--- config.mk ---
export PLATFORM = sky130hd
export DESIGN_NAME = cpusys_regs
export DESIGN_NICKNAME = d
export VERILOG_FILES = /design/src/cpusys_pkg.sv /design/src/cpusys_flag_if.sv /design/src/cpusys_flag_calc.sv /design/src/cpusys_regs.sv
export SDC_FILE = /design/constraint.sdc
export NUM_CORES = 1
export LEC_CHECK = 0
export ABC_CLOCK_PERIOD_IN_PS = 4800
export BUFFER_PORTS_ARGS = -buffer_cell sky130_fd_sc_hd__buf_2
export CORE_MARGIN = 8
export CORE_UTILIZATION = 40
export CTS_CLUSTER_DIAMETER = 200
export DETAILED_ROUTE_END_ITERATION = 16
export HOLD_SLACK_MARGIN = 0.08
export PLACE_DENSITY = 0.65
export SETUP_SLACK_MARGIN = 0.4
export SLEW_MARGIN = 20
export SYNTH_ARGS = -nofsm -noshare
export SYNTH_HDL_FRONTEND = slang
export SYNTH_SLANG_ARGS = --single-unit
--- constraint.sdc ---
create_clock -name mclk -period 4.8 [get_ports mclk]
set_clock_uncertainty 0.2 [all_clocks]
set_input_delay 0.24 -clock mclk [delete_from_list [all_inputs] [get_ports mclk]]
set_output_delay 0.24 -clock mclk [all_outputs]
set_load 0.1 [all_outputs]
--- src/cpusys_pkg.sv ---
package cpusys_pkg;
	// ----------------------------------------
	// register offsets
	// ----------------------------------------
	localparam logic [7:0] ADDR_INT_CTRL = 8'he6;
	localparam logic [7:0] ADDR_FLAGS = 8'he7;
	localparam logic [7:0] ADDR_WP_LOW = 8'he8;
	localparam logic [7:0] ADDR_WP_HIGH = 8'he9;
	localparam logic [7:0] ADDR_GROUP_D_LO = 8'hd0;
	localparam logic [7:0] ADDR_GROUP_D_HI = 8'hdf;
	// ----------------------------------------
	// reset values
	// ----------------------------------------
	localparam logic [7:0] RST_FLAGS = 8'h00;
	localparam logic [4:0] RST_INT_CTRL_LO = 5'h07;
	localparam logic [7:0] RST_WP = 8'h00;
	// ----------------------------------------
	// field positions
	// ----------------------------------------
	localparam int IC_GATE = 4;
	localparam int IC_MODE = 3;
	localparam int FL_C = 7;
	localparam int FL_Z = 6;
	localparam int FL_S = 5;
	localparam int FL_V = 4;
	localparam int FL_DA = 3;
	localparam int FL_H = 2;
	localparam int FL_RSV = 1;
	localparam int FL_DP = 0;
	localparam int WP_MODE = 2;
	localparam int WP_BLK_LSB = 3;
	localparam int NEST_DEPTH = 7;
	// ----------------------------------------
	// core operations driving the flags
	// ----------------------------------------
	typedef enum logic [2:0] {
		CPUSYS_OP_NONE, CPUSYS_OP_ADD, CPUSYS_OP_SUB, CPUSYS_OP_LOGIC, CPUSYS_OP_SHIFT
	} cpusys_alu_op_t;
	typedef enum logic [2:0] {
		CPUSYS_CC_NONE, CPUSYS_CC_SET, CPUSYS_CC_CLR, CPUSYS_CC_CPL
	} cpusys_carry_op_t;
endpackage

--- src/cpusys_flag_if.sv ---
interface cpusys_flag_if;
	import cpusys_pkg::*;
	logic [2:0] op;
	logic word;
	logic [15:0] a;
	logic [15:0] b;
	logic [15:0] res;
	logic cy;
	logic [7:0] flags_in;
	logic [7:0] flags_out;
	modport core (output op, word, a, b, res, cy, flags_in, input flags_out);
	modport calc (input op, word, a, b, res, cy, flags_in, output flags_out);
endinterface

--- src/cpusys_flag_calc.sv ---
module cpusys_flag_calc
	import cpusys_pkg::*;
(
	cpusys_flag_if.calc fi
);
	logic msb_a;
	logic msb_b;
	logic msb_r;
	logic zero;
	always_comb begin
		msb_a = fi.word ? fi.a[15] : fi.a[7];
		msb_b = fi.word ? fi.b[15] : fi.b[7];
		msb_r = fi.word ? fi.res[15] : fi.res[7];
		zero = fi.word ? (fi.res == 16'h0000) : (fi.res[7:0] == 8'h00);
		fi.flags_out = fi.flags_in;
		if (fi.op != CPUSYS_OP_NONE) begin
			fi.flags_out[FL_Z] = zero;
			fi.flags_out[FL_S] = msb_r;
			fi.flags_out[FL_V] = 1'b0;
		end
		case (fi.op)
			CPUSYS_OP_ADD: begin
				fi.flags_out[FL_C] = fi.cy;
				fi.flags_out[FL_V] = (msb_a == msb_b) && (msb_r != msb_a);
				fi.flags_out[FL_DA] = 1'b0;
				fi.flags_out[FL_H] = fi.a[4] ^ fi.b[4] ^ fi.res[4];
			end
			CPUSYS_OP_SUB: begin
				fi.flags_out[FL_C] = fi.cy;
				fi.flags_out[FL_V] = (msb_a != msb_b) && (msb_r != msb_a);
				fi.flags_out[FL_DA] = 1'b1;
				fi.flags_out[FL_H] = fi.a[4] ^ fi.b[4] ^ fi.res[4];
			end
			CPUSYS_OP_SHIFT: fi.flags_out[FL_C] = fi.cy;
			default: ;
		endcase
		fi.flags_out[FL_RSV] = 1'b0;
	end
endmodule // cpusys_flag_calc

--- src/cpusys_regs.sv ---
// Behaviour
// - ack clears gate, return sets it
// - enable/disable instructions set/clear gate
// - gate low blocks all but top level
// - arbitration mode bit software only
// - priority level 000 highest, hw/sw writable
// - requests not outranking level stay pending
// - preemption saves level into nesting store
// - flags saved on interrupt, seven nested copies
// - carry from bit 7 or bit 15
// - set, clear, complement carry instructions
// - zero flag on zero result
// - sign copies result top bit
// - overflow on signed range exceed
// - bcd direction records add or subtract
// - half carry from bit 3
// - memory area flag set/clear by instructions
// - register file as 32 eight-register blocks
// - set instructions choose single or twin mode
// - single mode rounds block down to even
// - twin mode: r0-7 low, r8-15 high
// - group d not directly addressable
// - block number in bits 7:3
// - mode bit 2, bits 1:0 zero
module cpusys_regs
	import cpusys_pkg::*;
(
	input wire logic mclk,
	input wire logic sys_rst,
	input wire logic reg_wr,
	input wire logic [7:0] reg_addr,
	input wire logic [7:0] reg_wdata,
	output logic [7:0] reg_rdata,
	output logic reg_err,
	input wire logic irq_ack,
	input wire logic [2:0] irq_ack_level,
	input wire logic irq_ret,
	input wire logic irq_enable_instr,
	input wire logic irq_mask_instr,
	input wire logic irq_req,
	input wire logic [2:0] irq_req_level,
	input wire logic irq_top_req,
	output logic irq_take,
	output logic arbitration_mode_select,
	output logic [2:0] nesting_priority_store,
	output logic [2:0] nest_level,
	input wire logic [2:0] alu_op,
	input wire logic alu_word,
	input wire logic [15:0] alu_a,
	input wire logic [15:0] alu_b,
	input wire logic [15:0] alu_res,
	input wire logic alu_cy,
	input wire logic [2:0] carry_op,
	input wire logic sdm_instr,
	input wire logic spm_instr,
	output logic memory_area_flag,
	input wire logic set_single_pointer,
	input wire logic set_low_pointer,
	input wire logic set_high_pointer,
	input wire logic [4:0] pointer_block,
	input wire logic [3:0] work_reg,
	output logic [7:0] work_addr
);
	// ----------------------------------------
	// state
	// ----------------------------------------
	logic global_irq_gate_r;
	logic mode_r;
	logic [2:0] level_r;
	logic [2:0] nest_store_r;
	logic [7:0] flags_r;
	logic [4:0] blk_low_r;
	logic [4:0] blk_high_r;
	logic pointer_mode_bit_r;
	logic [7:0] flag_stack_r [NEST_DEPTH];
	logic [2:0] lvl_stack_r [NEST_DEPTH];
	logic [2:0] depth_r;
	logic [7:0] rdata_nxt;
	logic wr_ok;
	logic ack_push;
	logic ret_pop;
	logic [7:0] flags_alu;
	logic [2:0] depth_m1;
	logic ptr_instr;
	cpusys_flag_if fif ();
	assign fif.op = alu_op;
	assign fif.word = alu_word;
	assign fif.a = alu_a;
	assign fif.b = alu_b;
	assign fif.res = alu_res;
	assign fif.cy = alu_cy;
	assign fif.flags_in = flags_r;
	assign flags_alu = fif.flags_out;
	cpusys_flag_calc u_calc (
		.fi(fif)
	);
	// group d hidden from direct access; a write there pulses reg_err
	assign wr_ok = reg_wr && !(reg_addr >= ADDR_GROUP_D_LO && reg_addr <= ADDR_GROUP_D_HI);
	assign ack_push = irq_ack && (depth_r != 3'(NEST_DEPTH));
	assign ret_pop = irq_ret && (depth_r != 3'h0);
	assign depth_m1 = depth_r - 3'h1;
	assign ptr_instr = set_single_pointer || set_low_pointer || set_high_pointer;
	// ----------------------------------------
	// interrupt control
	// ----------------------------------------
	always_ff @(posedge mclk or posedge sys_rst) begin
		if (sys_rst) begin
			global_irq_gate_r <= 1'b0;
		end else if (irq_ack) begin
			global_irq_gate_r <= 1'b0;
		end else if (irq_ret || irq_enable_instr) begin
			global_irq_gate_r <= 1'b1;
		end else if (irq_mask_instr) begin
			global_irq_gate_r <= 1'b0;
		end else if (wr_ok && reg_addr == ADDR_INT_CTRL) begin
			// caller keeps this write away from pending requests
			global_irq_gate_r <= reg_wdata[IC_GATE];
		end
	end
	always_ff @(posedge mclk or posedge sys_rst) begin
		if (sys_rst) begin
			mode_r <= RST_INT_CTRL_LO[IC_MODE];
		end else if (wr_ok && reg_addr == ADDR_INT_CTRL) begin
			mode_r <= reg_wdata[IC_MODE];
		end
	end
	always_ff @(posedge mclk or posedge sys_rst) begin
		if (sys_rst) begin
			level_r <= RST_INT_CTRL_LO[2:0];
		end else if (irq_ack) begin
			level_r <= irq_ack_level;
		end else if (ret_pop) begin
			level_r <= lvl_stack_r[depth_m1];
		end else if (wr_ok && reg_addr == ADDR_INT_CTRL) begin
			level_r <= reg_wdata[2:0];
		end
	end
	// store shows the level one below the running one; empty stack shows reset level
	always_ff @(posedge mclk or posedge sys_rst) begin
		if (sys_rst) begin
			nest_store_r <= RST_INT_CTRL_LO[2:0];
		end else if (irq_ack) begin
			nest_store_r <= level_r;
		end else if (ret_pop) begin
			nest_store_r <= (depth_m1 == 3'h0) ? RST_INT_CTRL_LO[2:0] : lvl_stack_r[3'(depth_m1 - 3'h1)];
		end
	end
	// a request must outrank the running level; top level ignores the gate
	always_ff @(posedge mclk or posedge sys_rst) begin
		if (sys_rst) begin
			irq_take <= 1'b0;
		end else begin
			irq_take <= irq_top_req || (global_irq_gate_r && irq_req && irq_req_level < level_r);
		end
	end
	// ----------------------------------------
	// save stack for flags and levels
	// ----------------------------------------
	// depth reaches seven in either arbitration mode; mode_r does not limit nesting
	// a push into a full stack is dropped; the gate still closes
	always_ff @(posedge mclk or posedge sys_rst) begin
		if (sys_rst) begin
			depth_r <= 3'h0;
		end else if (ack_push) begin
			depth_r <= depth_r + 3'h1;
		end else if (ret_pop) begin
			depth_r <= depth_m1;
		end
	end
	for (genvar i = 0; i < NEST_DEPTH; i++) begin : g_stack
		always_ff @(posedge mclk or posedge sys_rst) begin
			if (sys_rst) begin
				flag_stack_r[i] <= RST_FLAGS;
				lvl_stack_r[i] <= RST_INT_CTRL_LO[2:0];
			end else if (ack_push && depth_r == 3'(i)) begin
				flag_stack_r[i] <= flags_r;
				lvl_stack_r[i] <= level_r;
			end
		end
	end
	// ----------------------------------------
	// condition flags
	// ----------------------------------------
	always_ff @(posedge mclk or posedge sys_rst) begin
		if (sys_rst) begin
			flags_r <= RST_FLAGS;
		end else if (ret_pop) begin
			flags_r <= flag_stack_r[depth_m1];
		end else if (wr_ok && reg_addr == ADDR_FLAGS) begin
			flags_r <= {reg_wdata[7:2], 1'b0, reg_wdata[0]};
		end else if (carry_op == CPUSYS_CC_SET) begin
			flags_r[FL_C] <= 1'b1;
		end else if (carry_op == CPUSYS_CC_CLR) begin
			flags_r[FL_C] <= 1'b0;
		end else if (carry_op == CPUSYS_CC_CPL) begin
			flags_r[FL_C] <= ~flags_r[FL_C];
		end else if (sdm_instr) begin
			flags_r[FL_DP] <= 1'b1;
		end else if (spm_instr) begin
			flags_r[FL_DP] <= 1'b0;
		end else begin
			flags_r <= flags_alu;
		end
	end
	// ----------------------------------------
	// working register pointers
	// ----------------------------------------
	always_ff @(posedge mclk or posedge sys_rst) begin
		if (sys_rst) begin
			blk_low_r <= RST_WP[7:3];
		end else if (set_single_pointer || set_low_pointer) begin
			blk_low_r <= pointer_block;
		end else if (!ptr_instr && wr_ok && reg_addr == ADDR_WP_LOW) begin
			blk_low_r <= reg_wdata[7:3];
		end
	end
	// single or low instruction wins over high in the same cycle
	always_ff @(posedge mclk or posedge sys_rst) begin
		if (sys_rst) begin
			blk_high_r <= RST_WP[7:3];
		end else if (set_high_pointer && !set_single_pointer && !set_low_pointer) begin
			blk_high_r <= pointer_block;
		end else if (!ptr_instr && wr_ok && reg_addr == ADDR_WP_HIGH) begin
			blk_high_r <= reg_wdata[7:3];
		end
	end
	// one mode bit shared by both pointers, so either write changes it
	always_ff @(posedge mclk or posedge sys_rst) begin
		if (sys_rst) begin
			pointer_mode_bit_r <= RST_WP[WP_MODE];
		end else if (set_single_pointer) begin
			pointer_mode_bit_r <= 1'b0;
		end else if (set_low_pointer || set_high_pointer) begin
			pointer_mode_bit_r <= 1'b1;
		end else if (wr_ok && (reg_addr == ADDR_WP_LOW || reg_addr == ADDR_WP_HIGH)) begin
			pointer_mode_bit_r <= reg_wdata[WP_MODE];
		end
	end
	// 32 blocks of eight: block number is the address top five bits
	always_ff @(posedge mclk or posedge sys_rst) begin
		if (sys_rst) begin
			work_addr <= 8'h00;
		end else if (!pointer_mode_bit_r) begin
			work_addr <= {blk_low_r[4:1], work_reg};
		end else begin
			work_addr <= {work_reg[3] ? blk_high_r : blk_low_r, work_reg[2:0]};
		end
	end
	// ----------------------------------------
	// read port
	// ----------------------------------------
	always_comb begin
		case (reg_addr)
			ADDR_INT_CTRL: rdata_nxt = {3'h0, global_irq_gate_r, mode_r, level_r};
			ADDR_FLAGS: rdata_nxt = flags_r;
			ADDR_WP_LOW: rdata_nxt = {blk_low_r, pointer_mode_bit_r, 2'h0};
			ADDR_WP_HIGH: rdata_nxt = {blk_high_r, pointer_mode_bit_r, 2'h0};
			default: rdata_nxt = 8'h00;
		endcase
	end
	always_ff @(posedge mclk or posedge sys_rst) begin
		if (sys_rst) begin
			reg_rdata <= 8'h00;
		end else begin
			reg_rdata <= rdata_nxt;
		end
	end
	always_ff @(posedge mclk or posedge sys_rst) begin
		if (sys_rst) begin
			reg_err <= 1'b0;
		end else begin
			reg_err <= reg_wr && !wr_ok;
		end
	end
	// ----------------------------------------
	// state mirrors
	// ----------------------------------------
	// every output is a flop; mirrors lag their state by one cycle
	always_ff @(posedge mclk or posedge sys_rst) begin
		if (sys_rst) begin
			arbitration_mode_select <= 1'b0;
		end else begin
			arbitration_mode_select <= mode_r;
		end
	end
	always_ff @(posedge mclk or posedge sys_rst) begin
		if (sys_rst) begin
			nesting_priority_store <= 3'h0;
		end else begin
			nesting_priority_store <= nest_store_r;
		end
	end
	always_ff @(posedge mclk or posedge sys_rst) begin
		if (sys_rst) begin
			nest_level <= 3'h0;
		end else begin
			nest_level <= depth_r;
		end
	end
	always_ff @(posedge mclk or posedge sys_rst) begin
		if (sys_rst) begin
			memory_area_flag <= 1'b0;
		end else begin
			memory_area_flag <= flags_r[FL_DP];
		end
	end
endmodule // cpusys_regs

==> impl_metrics.env, run 1 <==
export IMPL_status="complete, no violations"
export IMPL_use_met1_pct=21.4
export IMPL_hp_class="in -> reg"
export IMPL_power_density_nw_per_um2=649
export IMPL_setup_violations_final=0
export IMPL_rsz0062_at_grt="no"
export IMPL_ys_ff_latch=133
export IMPL_mostFrequentLayoutCells="106 x dfrtp_1, 100 x buf_2, 88 x mux2_2"
export IMPL_synth_seq_area_share_pct=49.9
export IMPL_cts_root_buf="clkbuf_16"
export IMPL_vias_per_cell=5.41
export IMPL_num_nets_final=802
export IMPL_peakVddDrop_v=0.000405
export IMPL_p_seq_share_pct=35.5
export IMPL_synth_area_sq_um=6740
export IMPL_finalHoldViolCount=0
export IMPL_antenna_found_initial=0
export IMPL_cp_start_kind="flop"
export IMPL_postSynthAreaPerCell_sq_um=12.2
export IMPL_slew_headroom_pct=41.6
export IMPL_final_seq_area_sq_um=3360
export IMPL_drc=0
export IMPL_syn_nets=664
export IMPL_diodes=0
export IMPL_die_h_um=146
export IMPL_wire_per_inst_um=19.3
export IMPL_layout_commonest_cell="dfrtp_1"
export IMPL_critPathCaptureType="flop"
export IMPL_synth_top_area_share_pct=39.4
export IMPL_cp_top_family="adder cells"
export IMPL_clk_path_buf_depth=2
export IMPL_worst_slack_ns=1.16
export IMPL_dp_hpwl_mm=12.4
export IMPL_p_sw_w=0.00204
export IMPL_arrival_ns=3.80
export IMPL_synth_warnings=0
export IMPL_maxCapViolCount=0
export IMPL_synth_largest_area_cell="dfrtp_1"
export IMPL_fin_crit_sh_pct=75.8
export IMPL_gr_max_usage_layer="met2"
export IMPL_grt_max_degree=71
export IMPL_cts_sinks=133
export IMPL_timing_critical_path_required_ns=4.96
export IMPL_dp_slack_ns=1.68
export IMPL_layout_drive_gt1_share_pct=39.3
export IMPL_critical_path_buf_inv_count=2
export IMPL_drtPass1Iterations=7
export IMPL_rows=47
export IMPL_start_util_pct=40.8
export IMPL_pin_count=127
export IMPL_synthArstFlopShare_pct=100
export IMPL_final_min_clock_period_ns=3.64
export IMPL_pwr_share_comb_pct=41.5
export IMPL_cts_tree="built"
export IMPL_yosysUniqueCellTypes=67
export IMPL_drv_slew=0
export IMPL_grt_pass1_vias=5496
export IMPL_path_class="reg -> reg"
export IMPL_drt_total_wl_mm=17.8
export IMPL_path_max_fanout=20
export IMPL_intPower_w=0.00340
export IMPL_use_met3_pct=4.63
export IMPL_fp_dieArea_sq_um=21300
export IMPL_critPathMostFrequentCell="o21ai_1"
export IMPL_clkTransAtPathRegs_ns=0.06
export IMPL_htree_num_levels=4
export IMPL_ys_top_cells_by_area="dfrtp_1 39%, mux2_2 15%, dfstp_2 11%"
export IMPL_use_met2_pct=28.7
export IMPL_ant_nets=0
export IMPL_worst_skew_pair_late_latency_ns=0.42
export IMPL_io_buffers=100
export IMPL_track_usage_pct=17.2
export IMPL_grt_pass1_wl_mm=29.1
export IMPL_syn_to_final_growth_pct=24.4
export IMPL_n_fill_cell=1464
export IMPL_cts_resized=0
export IMPL_switching_share_pct=37.5
export IMPL_p_clk_share_pct=22.9
export IMPL_synth_edff_count=0
export IMPL_syn_inst=553
export IMPL_place_gp_congestion=0.837
export IMPL_die_w_um=146
export IMPL_worstMarginPinSlew_ns=0.876
export IMPL_core_area_sq_um=16500
export IMPL_max_freq_mhz=275
export IMPL_grt_overflow=0
export IMPL_synthFlopType="dfrtp_1"
export IMPL_routed_via_count=5000
export IMPL_finalSetupTns_ns=0
export IMPL_drtIter0Drc=260
export IMPL_path_cells="inv_1 -> ha_1 -> and2b_1 -> a221oi_1 -> o21ai_1 -> o21ai_1 -> o41ai_1 -> dlygate4sd3_1"
export IMPL_leakage_nw=3.75
export IMPL_cts_buffers=17
export IMPL_multiInputGateArea_sq_um=3120
export IMPL_slowest_stage="ha_1"
export IMPL_critPathMaxStageDelay_ns=0.92
export IMPL_cts_setup_buffers=0
## repair_timing
item                       CTS  global route
setup endpoints to repair    0             0
hold buffers                45             1
hold endpoints to repair    59             1
## power by group through the flow
stage | clock, W | sequential [W] | combinational, W
6_report | 0.00125 | 0.00193 | 0.00226
5_1_grt | 0.00132 | 0.00199 | 0.00244
4_1_cts | 0.00126 | 0.00193 | 0.00226
3_5_place_dp | 0 | 0.00195 | 0.00220
3_3_place_gp | 0 | 0.00191 | 0.00214
2_1_floorplan | 0 | 0.00207 | 0.00157
## cell usage after synthesis (5+ instances only)
master and instances:
a211oi_1 7, a21oi_1 17, a221oi_1 9, a22o_1 5
and3_1 5, buf_2 13, buf_6 7, clkbuf_1 7
dfrtp_1 106, dfstp_2 27, ha_1 10, inv_1 15
mux2_2 88, mux2i_1 28, mux4_2 12, nand2_1 38
nand3_1 7, nor2_1 42, nor4_1 6, o211ai_1 6
o21ai_0 21, o32ai_1 6, xnor2_1 5
## per-layer routing
metal	share of wire [%]	routed length (um)	up-vias
met2	49	8740	136
met3	5.3	948	25
li1	-	-	2307
met5	0	0	-
met1	44	7830	2532
met4	1.7	309	0
## worst min-delay path, cell delays in order
cell	delay [ns]
buf_2	0.13
nor2_1	0.11
a211oi_1	0.07
o32ai_1	0.11
## metrics by stage
step           util (%)  hold slack [ns]  instances  instance area [sq um]  power (W)
6_report           50.7           0.0933        924                   8380    0.00544
4_1_cts            50.6           0.0812        923                   8370    0.00546
2_1_floorplan         -           0.0714        553                   6740    0.00364
5_1_grt            50.7            0.111        924                   8380    0.00575
3_3_place_gp       44.5           0.0383        846                   7350    0.00405
3_5_place_dp       44.5           0.0475        846                   7350    0.00415
## final timing paths
check | startpoint | endpoint | slack, ns | cells past startpoint
worst max-delay path | depth_r[0] | level_r[1] | 1.16 | 8
worst min-delay path | alu_op[0] | fif.flags_in[3] | 0.09 | 4
worst max register to register | depth_r[0] | level_r[1] | 1.16 | 8
worst min register to register | nest_store_r[1] | nesting_priority_store[1] | 0.20 | 0
max in group asynchronous | sys_rst | nesting_priority_store[2] | 3.03 | 4
min in group asynchronous | sys_rst | work_addr[0] | 0.15 | 3
## sequential cells by signal (all words and copies together) (netlist names), 5 cells and up
| name | count |
|---|---|
| fif.flags_in | 8 |
| flag_stack_r | 56 |
| blk_high_r | 5 |
| reg_rdata | 8 |
| blk_low_r | 5 |
| work_addr | 8 |
| lvl_stack_r | 21 |
## area by class of cell
class	instances	area share, %
sequential	133	40.1
timing repair buffer	150	11.8
clock inverter	4	0.537
inverter	16	0.746
tap	220	3.28
clock buffer	28	6.28
multi-input combinational	373	37.2
## cell families (layout without fill, tap and decap cells)
group	after synthesis	in the layout	share of synthesized area, %
xor gates and xnor gates	7	7	1.02
DFF	133	133	49.9
AOI/OAI and AO/OA	103	103	11.1
adders and majority gates	10	10	1.86
and+or+nand+nor	125	125	9.40
buffers and inverters	47	198	3.83
muxes	128	128	22.9
(Power assumes the default switching activity.)
==> inputs of run 2 (changes only) <==
Settings changed: ABC_CLOCK_PERIOD_IN_PS 4800 to 3400.
Clock period 4.8 ns to 3.4 ns, I/O delays scaled along.
==> run 2 against run 1 <==
Effect of this change: sequential share of layout area shrank 1.2 points; setup slack worse by 0.63 ns; flip-flop and latch count unchanged; global-route usage grew 0.94 points; clock power up 30%; register-to-register slack worse by 0.58 ns; cell area is 3.2% higher; non-clock buffer count rose by 30; die area stayed put; count of clock-buffer cells in the layout decreased by 1; core utilization increased by 1.6 points; combinational power up 46%; largest cell class unchanged; largest power group unchanged.
==> impl_metrics.env, run 2 (synthesis results as in run 1) <==
export IMPL_status="complete, no violations"
export IMPL_gr_max_usage_layer="met2"
export IMPL_antenna_found_initial=0
export IMPL_die_w_um=146
export IMPL_drtPass1Iterations=5
export IMPL_reg2reg_depth=7
export IMPL_grt_pass1_vias=5704
export IMPL_path_class="in -> reg"
export IMPL_start_util_pct=40.8
export IMPL_critical_path_buf_inv_count=4
export IMPL_cts_root_buf="clkbuf_16"
export IMPL_fin_crit_sh_pct=84.5
export IMPL_use_met2_pct=30.1
export IMPL_rsz0062_at_grt="no"
export IMPL_diodes=0
export IMPL_htree_num_levels=4
export IMPL_regMostFlops="flag_stack_r"
export IMPL_place_gp_congestion=0.880
export IMPL_die_h_um=146
export IMPL_setup_violations_final=0
export IMPL_power_w=0.00768
export IMPL_critPathCaptureType="flop"
export IMPL_maxCapViolCount=0
export IMPL_worstSetupStartpoint="reg_addr[1]"
export IMPL_critPathMaxStageDelay_ns=0.62
export IMPL_arrival_ns=2.97
export IMPL_finalHoldViolCount=0
export IMPL_rows=47
export IMPL_syn_to_final_growth_pct=28.4
export IMPL_peakVddDrop_v=0.000504
export IMPL_worst_slack_ns=0.528
export IMPL_path_max_fanout=10
export IMPL_layout_commonest_cell="dfrtp_1"
export IMPL_path_cells="dlygate4sd3_1 -> buf_2 -> nor3b_4 -> nand4_4 -> o31ai_4 -> dlygate4sd3_1 -> a21oi_1 -> dlygate4sd3_1"
export IMPL_grt_max_degree=47
export IMPL_worst_path_stages=8
export IMPL_use_met3_pct=4.07
export IMPL_drv_slew=0
export IMPL_largest_reg_flops=56
export IMPL_io_buffers=100
export IMPL_dp_hpwl_mm=13.1
export IMPL_power_density_nw_per_um2=888
export IMPL_hp_class="in -> reg"
export IMPL_rrSetupSlack_ns=0.58
export IMPL_cts_buffers=17
export IMPL_worst_skew_pair_late_latency_ns=0.42
export IMPL_biggestRegsByFlops="flag_stack_r: 56 flops, lvl_stack_r: 21 flops"
export IMPL_cp_top_family="buffers and inverters"
export IMPL_clkTransAtPathRegs_ns=0.05
export IMPL_critPathMostFrequentCell="dlygate4sd3_1"
export IMPL_layout_drive_gt1_share_pct=39.1
export IMPL_finalSetupTns_ns=0
export IMPL_mostFrequentLayoutCells="106 x dfrtp_1, 100 x buf_2, 88 x mux2_2"
export IMPL_cp_start_kind="input port"
export IMPL_crit_end="blk_low_r[0]"
export IMPL_worstMarginPinSlew_ns=0.705
export IMPL_final_min_clock_period_ns=2.87
export IMPL_grt_overflow=0
export IMPL_fp_dieArea_sq_um=21300
export IMPL_drc=0
export IMPL_leakage_nw=3.87
export IMPL_cts_sinks=133
export IMPL_dp_slack_ns=0.572
export IMPL_num_nets_final=832
export IMPL_track_usage_pct=18.2
export IMPL_slew_headroom_pct=52.9
export IMPL_r2r_end="nest_store_r[1]"
export IMPL_clk_path_buf_depth=2
export IMPL_hold_ws_ns=0.158
export IMPL_ant_nets=0
export IMPL_slowest_stage="dlygate4sd3_1"
export IMPL_wire_per_inst_um=19.8
export IMPL_use_met1_pct=22.1
export IMPL_drtIter0Drc=286
export IMPL_drt_total_wl_mm=18.9
export IMPL_cts_tree="built"
export IMPL_routed_via_count=5315
export IMPL_timing_critical_path_required_ns=3.50
export IMPL_pin_count=127
export IMPL_core_area_sq_um=16500
export IMPL_r2r_start="depth_r[0]"
export IMPL_grt_pass1_wl_mm=30.5
export IMPL_vias_per_cell=5.57
export IMPL_max_freq_mhz=348
[run 2: cell types whose count changed in the layout (fill, tap and decap cells not counted), moves of 2 or more]
cell and change:
clkbuf_8 -2, clkinv_2 +2, dlygate4sd3_1 +19, buf_12 +3, buf_4 +8
[run 2: through the flow]
step / utilization (%) / area [sq um] / cells
3_5_place_dp: 45.2 / 7470 / 857
4_1_cts: 52.3 / 8650 / 954
3_3_place_gp: 45.2 / 7470 / 857
6_report: 52.3 / 8650 / 954
2_1_floorplan: - / 6740 / 553
5_1_grt: 52.3 / 8650 / 954
[run 2: worst min path at each step]
stage	startpoint	end	cells past startpoint
2_1_floorplan	work_reg[0]	work_addr[0]	0
3_3_place_gp	work_reg[1]	work_addr[1]	1
3_5_place_dp	work_reg[2]	work_addr[2]	1
4_1_cts	spm_instr	fif.flags_in[1]	5
5_1_grt	spm_instr	fif.flags_in[1]	5
6_report	alu_res[4]	fif.flags_in[2]	5
[run 2: cell type report]
cell class | count | area (sq um)
fillers | 1416 | 7880
flip-flops and latches | 133 | 3360
multi-input cells | 373 | 3120
repair buffers | 180 | 1300
clock buffers | 27 | 503
well taps | 220 | 275
inverters | 16 | 63.8
clock inverters | 5 | 25.0
[run 2: repair_timing]
item,in CTS,in global routing
setup buffers,0,0
hold buffers,65,0
hold endpoints to repair,66,0
endpoints found under the setup margin,0,2
resized for setup,0,1
[run 2: worst reg2reg max path: cells and delay by family (launching register included)]
kind	cells	cell delay [ns]
adders and majority gates	1	0.36
buffers and inverters	2	0.51
AOI/OAI and AO/OA	3	0.70
DFF	1	0.41
xor gates and xnor gates	1	0.58
[run 2: routing by layer]
metal  vias up  share of wire, %
li1       2373                 -
met3        39               5.1
met4         0               2.7
met5         -                 0
met1      2734                42
met2       169                50
[run 2: report_power, final]
group	internal [W]	switching (W)	total, W
sequential	0.00227	0.000475	0.00275
clock	0.00100	0.000622	0.00162
combinational	0.00149	0.00182	0.00331
total	0.00476	0.00292	0.00768
